**config.mk**
```make
export PLATFORM = sky130hd
export DESIGN_NAME = pfd_detector
export DESIGN_NICKNAME = d
export VERILOG_FILES = /design/src/design/pfd_pkg.sv /design/src/design/pfd_detector.sv
export SDC_FILE = /design/constraint.sdc
export NUM_CORES = 1
export LEC_CHECK = 0
export BUFFER_PORTS_ARGS = -buffer_cell sky130_fd_sc_hd__buf_4
export CORE_MARGIN = 4
export CORE_UTILIZATION = 45
export CTS_CLUSTER_SIZE = 10
export DETAILED_ROUTE_END_ITERATION = 8
export HOLD_SLACK_MARGIN = 0.02
export SYNTH_ARGS = -nofsm -noshare
export SYNTH_HDL_FRONTEND = slang
export SYNTH_SLANG_ARGS = --single-unit
export TNS_END_PERCENT = 20
```
**constraint.sdc**
```tcl
create_clock -name clock_i -period 8.54 [get_ports clock_i]
set_input_delay 1.281 -clock clock_i [delete_from_list [all_inputs] [get_ports clock_i]]
set_output_delay 1.281 -clock clock_i [all_outputs]
set_load 0.01 [all_outputs]
```
**src/design/pfd_pkg.sv**
```systemverilog
`default_nettype none
package pfd_pkg;
  // Clock rate and default minimum pulse width
  localparam int CLK_PERIOD_NS = 20;
  localparam int MIN_PULSE_NS = 50;
  // Least time rounds up to whole cycles, never below one
  localparam int MIN_PULSE_CYC_RAW =
    (MIN_PULSE_NS + CLK_PERIOD_NS - 1) / CLK_PERIOD_NS;
  localparam int MIN_PULSE_CYC =
    (MIN_PULSE_CYC_RAW < 1) ? 1 : MIN_PULSE_CYC_RAW;
  // Width of the pulse-width counter
  localparam int WIDTH_BITS = 8;
  // Default reference divide ratio
  localparam int REF_DIV_DEFAULT = 2;
  localparam int REF_DIV_BITS = 16;

  // Correction outputs travelling together
  typedef struct packed {
    logic lead;   // Reference leads feedback
    logic lag;    // Reference lags feedback
  } pfd_corr_t;

  // Three-state output as sourcing and sinking driver enables
  typedef struct packed {
    logic src_en;  // Sourcing driver on
    logic snk_en;  // Sinking driver on
  } pfd_drive_t;
endpackage : pfd_pkg
`default_nettype wire

```
**src/design/pfd_detector.sv**
```systemverilog
`default_nettype none
// Operation
// - Reference is oscillator divided by programmed ratio
// - Narrow pulse marks each reference and feedback rise
// - Lead pulse width equals reference lead time
// - Lag pulse width equals reference lag time
// - Lead set on lead, cleared by feedback pulse
// - Lag set on lag, cleared by reference pulse
// - Error output high lead, low lag, else float
// - Lock detect combines pulses, always driven
// - Opposite output still gives minimum pulse
// - Locked gives minimum pulses on both outputs
// - In phase both error drivers briefly on
// - Locked error output floats but for brief low overlaps, unlocked gives pulses
// - Described polarities hold with polarity select low
// - Configurable delay sets minimum pulse width
module pfd_detector #(
  parameter int MIN_CYC = pfd_pkg::MIN_PULSE_CYC,
  parameter int REF_DIV_W = pfd_pkg::REF_DIV_BITS
) (
  input wire logic clock_i,
  input wire logic rst_b_i,
  input wire logic osc_i,                    // Oscillator pin input
  input wire logic [REF_DIV_W-1:0] ref_div_i,  // Programmed ratio
  input wire logic divided_feedback_i,        // Divided VCO pin input
  input wire logic [pfd_pkg::WIDTH_BITS-1:0] pulse_cyc_i, // Min width
  input wire logic polarity_select_i,         // Sense of outputs
  output logic divided_reference_o,           // Divided reference
  output logic lead_pulse_out_o,              // Lead output
  output logic lag_pulse_out_o,               // Lag output
  output logic tristate_error_out_o,          // Error pin value
  output logic tristate_error_oe_o,           // Error pin enable
  output logic lock_detect_out_o,             // Lock summation
  output pfd_pkg::pfd_drive_t drivers_o       // Raw driver enables
);

  // Elaboration-time checks
  if (MIN_CYC < 1) $error("MIN_CYC must be at least one");
  if (REF_DIV_W < 2) $error("REF_DIV_W too small");
  if (MIN_CYC > 2**pfd_pkg::WIDTH_BITS - 1) $error("MIN_CYC too large");

  // Zero width request falls back to one cycle
  function automatic logic [pfd_pkg::WIDTH_BITS-1:0] clamp_w(
    input logic [pfd_pkg::WIDTH_BITS-1:0] w);
    clamp_w = (w == '0) ? 8'h01 : w;
  endfunction : clamp_w

  // Synchronisers for pin inputs
  logic [1:0] osc_sync_q;
  logic [1:0] fb_sync_q;
  logic fb_prev_q;
  logic osc_prev_q;

  // Previous-value flops reset low, the idle level of both pins,
  // so no false edge follows the release of reset
  // Pin inputs pass two flops before any logic reads them
  always_ff @(posedge clock_i or negedge rst_b_i)
  begin
    if (!rst_b_i)
    begin
      osc_sync_q <= 2'h0;
      fb_sync_q <= 2'h0;
      osc_prev_q <= 1'b0;
      fb_prev_q <= 1'b0;
    end
    else
    begin
      osc_sync_q <= {osc_sync_q[0], osc_i};
      fb_sync_q <= {fb_sync_q[0], divided_feedback_i};
      osc_prev_q <= osc_sync_q[1];
      fb_prev_q <= fb_sync_q[1];
    end
  end

  // Reference divider: toggle counter on oscillator rises
  logic [REF_DIV_W-1:0] div_cnt_q;
  logic [REF_DIV_W-1:0] div_cnt_d;
  logic ref_q;
  logic ref_d;
  logic ref_prev_q;
  wire osc_rise = osc_sync_q[1] & ~osc_prev_q;
  // Ratios below two leave no half period, so they act as two
  wire [REF_DIV_W-1:0] div_eff =
    (ref_div_i < 2) ? REF_DIV_W'(2) : ref_div_i;
  wire div_wrap = (div_cnt_q >= div_eff - REF_DIV_W'(1));
  // High for first half of the divided period
  wire [REF_DIV_W-1:0] div_half = div_eff >> 1;

  // A ratio lowered mid-period wraps at once instead of running on
  assign div_cnt_d = !osc_rise ? div_cnt_q :
    (div_wrap ? '0 : div_cnt_q + REF_DIV_W'(1));
  assign ref_d = !osc_rise ? ref_q : (div_cnt_d < div_half);

  // Divider state
  always_ff @(posedge clock_i or negedge rst_b_i)
  begin
    if (!rst_b_i)
    begin
      div_cnt_q <= '0;
      ref_q <= 1'b0;
      ref_prev_q <= 1'b0;
    end
    else
    begin
      div_cnt_q <= div_cnt_d;
      ref_q <= ref_d;
      ref_prev_q <= ref_q;
    end
  end

  // Edge pulses: one cycle wide, marking each rise
  // Only second synchroniser stages feed them, keeping metastability out
  wire ref_edge = ref_q & ~ref_prev_q;
  wire fb_edge = fb_sync_q[1] & ~fb_prev_q;

  // Lead/lag latches, set by the earlier edge, cleared by the later
  logic lead_q;
  logic lag_q;
  logic lead_d;
  logic lag_d;
  // An edge with the other latch clear means this input came first
  // Set and clear never meet in one cycle: each set excludes the
  // clearing edge, so no priority question arises
  wire lead_set = ref_edge & ~fb_edge & ~lag_q;
  wire lag_set = fb_edge & ~ref_edge & ~lead_q;
  assign lead_d = fb_edge ? 1'b0 : (lead_set | lead_q);
  assign lag_d = ref_edge ? 1'b0 : (lag_set | lag_q);

  always_ff @(posedge clock_i or negedge rst_b_i)
  begin
    if (!rst_b_i)
    begin
      lead_q <= 1'b0;
      lag_q <= 1'b0;
    end
    else
    begin
      lead_q <= lead_d;
      lag_q <= lag_d;
    end
  end

  // Minimum-width stretchers, one per input, retriggered by its edge
  localparam int WB = pfd_pkg::WIDTH_BITS;
  logic [WB-1:0] ref_min_q;
  logic [WB-1:0] fb_min_q;
  logic [WB-1:0] ref_min_d;
  logic [WB-1:0] fb_min_d;
  wire [WB-1:0] width = clamp_w(pulse_cyc_i);
  // Width counts from the edge cycle itself, so load width minus one
  assign ref_min_d = ref_edge ? width - WB'(1) :
    ((ref_min_q != '0) ? ref_min_q - WB'(1) : '0);
  assign fb_min_d = fb_edge ? width - WB'(1) :
    ((fb_min_q != '0) ? fb_min_q - WB'(1) : '0);
  // Each output carries only the pulse of its own input, so a lead
  // ends at the feedback edge instead of running on for the width
  wire ref_min_now = ref_edge | (ref_min_q != '0);
  wire fb_min_now = fb_edge | (fb_min_q != '0);

  always_ff @(posedge clock_i or negedge rst_b_i)
  begin
    if (!rst_b_i)
    begin
      ref_min_q <= '0;
      fb_min_q <= '0;
    end
    else
    begin
      ref_min_q <= ref_min_d;
      fb_min_q <= fb_min_d;
    end
  end

  // Raw correction terms: latch plus its own input's minimum pulse
  pfd_pkg::pfd_corr_t corr;
  assign corr.lead = lead_d | ref_min_now;
  assign corr.lag = lag_d | fb_min_now;

  // Polarity select swaps the correction sense when high
  // Swapping ahead of the drivers keeps pin and lock sum consistent
  pfd_pkg::pfd_corr_t sensed;
  assign sensed.lead = polarity_select_i ? corr.lag : corr.lead;
  assign sensed.lag = polarity_select_i ? corr.lead : corr.lag;

  // Both drivers on together only while a minimum pulse overlaps the other output
  pfd_pkg::pfd_drive_t drv;
  assign drv.src_en = sensed.lead;
  assign drv.snk_en = sensed.lag;
  // Overlap: pin enabled and driven low
  wire err_oe = drv.src_en | drv.snk_en;
  wire err_val = drv.src_en & ~drv.snk_en;
  // Lock detect: high on lead, low on lag, holds otherwise
  // Holding keeps it from chattering while both outputs pulse
  // together in lock
  wire ld_val = (drv.src_en ^ drv.snk_en) ? drv.src_en
    : lock_detect_out_o;

  // Output flops; every output from a register
  // Costs one clock of latency, but keeps decode glitches off the
  // pins that drive the loop filter
  always_ff @(posedge clock_i or negedge rst_b_i)
  begin
    if (!rst_b_i)
    begin
      divided_reference_o <= 1'b0;
      lead_pulse_out_o <= 1'b0;
      lag_pulse_out_o <= 1'b0;
      tristate_error_out_o <= 1'b0;
      tristate_error_oe_o <= 1'b0;
      lock_detect_out_o <= 1'b0;
      drivers_o <= '0;
    end
    else
    begin
      divided_reference_o <= ref_d;
      lead_pulse_out_o <= sensed.lead;
      lag_pulse_out_o <= sensed.lag;
      tristate_error_out_o <= err_val;
      tristate_error_oe_o <= err_oe;
      lock_detect_out_o <= ld_val;
      drivers_o <= drv;
    end
  end

endmodule : pfd_detector
`default_nettype wire

```
==> flow_summary.toml <==
[clock_network]
cts_resized = 0
clk_latency_ps = 300
clk_path_buf_depth = 2
post-cts-setup-buffers = 0
cts_tree = "built"
cts_made_buffers = 5
path_clk_slew_ps = 90
cts_hold_buf = 0
cts.sinks = 47
htree_levels = 2
clockRootBuffer = "clkbuf_8"

[job]
cap_violations = 0

[synth]
yosysSeqAreaShare_pct = 36.2
synth_ff_type = "dfrtp_1"
syn_inst = 361
ys_async_sr_fraction_pct = 100
syn-num-nets = 427
synth_area_um2 = 3250
yosys_warnings = 0
avgSynthCellArea_um2 = 9.00
synth-edff-count = 0
synth_cell_types = 47
synth_seq_cells = 47

[setup_path]
critPathSlowestCell = "a2111oi_0"
crit_path_max_fanout = 10
cp.arrival_ps = 6960
crit_chain = "buf_4 -> nor4_2 -> nand4_1 -> nor2_1 -> nand3_1 -> o21ai_0 -> ha_1 -> nand3_1 -> xnor2_1 -> ha_1 -> nand4_1 -> or4_1 -> o32a_2 -> a21oi_2 -> nor2_1 -> ha_1 -> nand3_1 -> nor2_1 -> a2111oi_0 -> o32ai_1 -> o31ai_2"
regToRegSetupSlack_ps = 4410
worst_setup_path_end_kind = "flop"
cp-start-kind = "primary input"
cpPeakStageDelay_ps = 630
required_ps = 8750
critical_path_class = "primary input to flop"

[global_routing]
grt_max_degree = 48
grt_pass1_vias = 2571
grt_use_met1_pct = 27.1
grt_pass1_wl_mm = 12.5
use_met3_pct = 2.76
track_usage_pct = 18.2
gr-total-overflow = 0
antenna_found_initial = 0
grt_use_met2_pct = 27.5
busiest_layer = "met2"

[timing]
finalHoldViolations = 0
slew_violations = 0
slew_headroom_pct = 46.3
fmax_mhz = 148
worst_pin_slew_ps = 805
finalSetupViolations = 0
period_minus_slack_ps = 6740
fin_skew_ps = 8.96
rsz0062_at_grt = "no"
finalSetupTns_ps = 0
min_period_over_period_pct = 79.0

[placement]
dp_cells = 486
place.gp.congestion = 0.858
hpwl_mm = 5.83
io_buffer_count = 36
placed_area_um2 = 3600

[floorplan]
die_w_um = 93.0
start_util_pct = 47.0
coreArea_um2 = 6910
ios = 37
die_area_um2 = 8640
die_y_um = 93.0
row_count = 30

[drt]
viasPerCell = 5.38
drt_iter0_drc = 169
vias = 2658
dr.pass1.iters = 4
wire_per_inst_um = 14.7
routed_wl_mm = 7.26
drc_errors = 0
ant_nets = 0

[layout]
finalInstanceArea_um2 = 3720
finalNonFillerCells = 494
drive_gt1_share_pct = 14.3
nNetsFinal = 463
antenna_cells = 0
syn2layout_area_growth_pct = 14.4
final_util_pct = 53.8
fillers = 676

[pwr]
p_per_area_nw_per_um2 = 244
finalPower_w = 0.000906
ir_drop_v = 0.000185
p_leak_nw = 1.66

[worst_hold_path]
hp-class = "flop to flop"

[status]
outcome = "completed"
## critical path, delay by kind of cell
kind / cells / cell delay (ps)
simple gates: 10 / 2270
compound gates: 6 / 2120
fa+ha+maj: 3 / 990
xor+xnor: 1 / 160
buf+inv: 1 / 120
## layer usage
metal  wire, um  share of wire [%]
met3        170                2.3
met1       3690                 51
met5          0                  0
met2       3320                 46
met4         76                1.0
## stage by stage
| step | setup slack (ps) | hold slack, ps |
|---|---|---|
| 6_report | 1800 | 355 |
| 5_1_grt | 1270 | 378 |
| 4_1_cts | 1860 | 359 |
| 3_5_place_dp | 1560 | 336 |
| 3_3_place_gp | 1590 | 334 |
| 2_1_floorplan | 2620 | 331 |
## power breakdown
part	internal, W	switching [W]	leakage [nW]
Clock	0.0000872	0.0000745	0.0581
Combinational	0.000164	0.000196	1.03
Sequential	0.000298	0.0000869	0.574
## path summary, 6_finish.rpt
path / start / end / cells after the start
min in group asynchronous: rst_b_i / div_cnt_q[12] / 1
hold reg to reg: fb_sync_q[0] / fb_sync_q[1] / 0
max in group asynchronous: rst_b_i / div_cnt_q[1] / 1
setup reg to reg: div_cnt_q[14] / ref_q / 12
setup / recovery: ref_div_i[4] / ref_q / 21
hold / removal: fb_sync_q[0] / fb_sync_q[1] / 0
## state kept, by name, indices dropped and copies added (netlist names)
signal / cells
lead_q: 1
lag_q: 1
drivers_o: 1
ref_min_q: 8
lag_pulse_out_o: 1
fb_min_q: 8
div_cnt_q: 16
tristate_error_out_o: 1
fb_sync_q: 2
ref_prev_q: 1
tristate_error_oe_o: 1
osc_prev_q: 1
lock_detect_out_o: 1
osc_sync_q: 2
ref_q: 1
fb_prev_q: 1
## cells in the final DEF, fill, tap and decap left out, types with 4 or more instances in the layout
cell / count
dfrtp_1: 47
nor2_1: 41
ha_1: 37
buf_4: 36
nand2_1: 30
inv_1: 24
xnor2_1: 22
o21ai_0: 20
nand3_1: 18
a21oi_1: 12
nand4_1: 11
xor2_1: 11
nor4_1: 8
nand2b_1: 6
nor2b_1: 5
nor3_1: 5
clkbuf_8: 5
or3_1: 4
nor3b_1: 4
a211oi_1: 4
o22ai_1: 4
## cells in the mapped netlist, types with 5 or more instances
library cell | count | area share, %
dfrtp_1 | 47 | 36
nor2_1 | 41 | 4.7
ha_1 | 37 | 14
nand2_1 | 30 | 3.5
inv_1 | 24 | 2.8
xnor2_1 | 22 | 5.9
o21ai_0 | 20 | 3.1
nand3_1 | 18 | 2.8
a21oi_1 | 12 | 1.8
nand4_1 | 11 | 2.1
xor2_1 | 11 | 3.0
nor4_1 | 8 | 1.5
nand2b_1 | 6 | 1.2
clkbuf_1 | 5 | 0.58
nor2b_1 | 5 | 0.96
nor3_1 | 5 | 0.77
## area by class of cell
cell class | count | area [um2] | share of cell area (%)
Tap cell | 96 | 120 | 3.23
Sequential cell | 47 | 1180 | 31.6
Clock buffer | 5 | 68.8 | 1.85
Multi-Input combinational cell | 283 | 1950 | 52.4
Clock inverter | 3 | 43.8 | 1.18
Timing Repair Buffer | 36 | 270 | 7.27
Inverter | 24 | 90.1 | 2.42
## logic make-up after synthesis
| logic type | count (synthesis) | share of synthesized area, % |
|---|---|---|
| adder cells (fa/ha/maj) | 37 | 14.3 |
| AND/OR/NAND/NOR | 142 | 21.6 |
| flip-flops | 47 | 36.2 |
| buffers and inverters | 31 | 3.81 |
| multiplexers | 4 | 1.35 |
| XOR/XNOR | 33 | 8.90 |
| AO/OA/AOI/OAI | 67 | 13.9 |
Note: power is estimated with default switching activity, not from simulation.
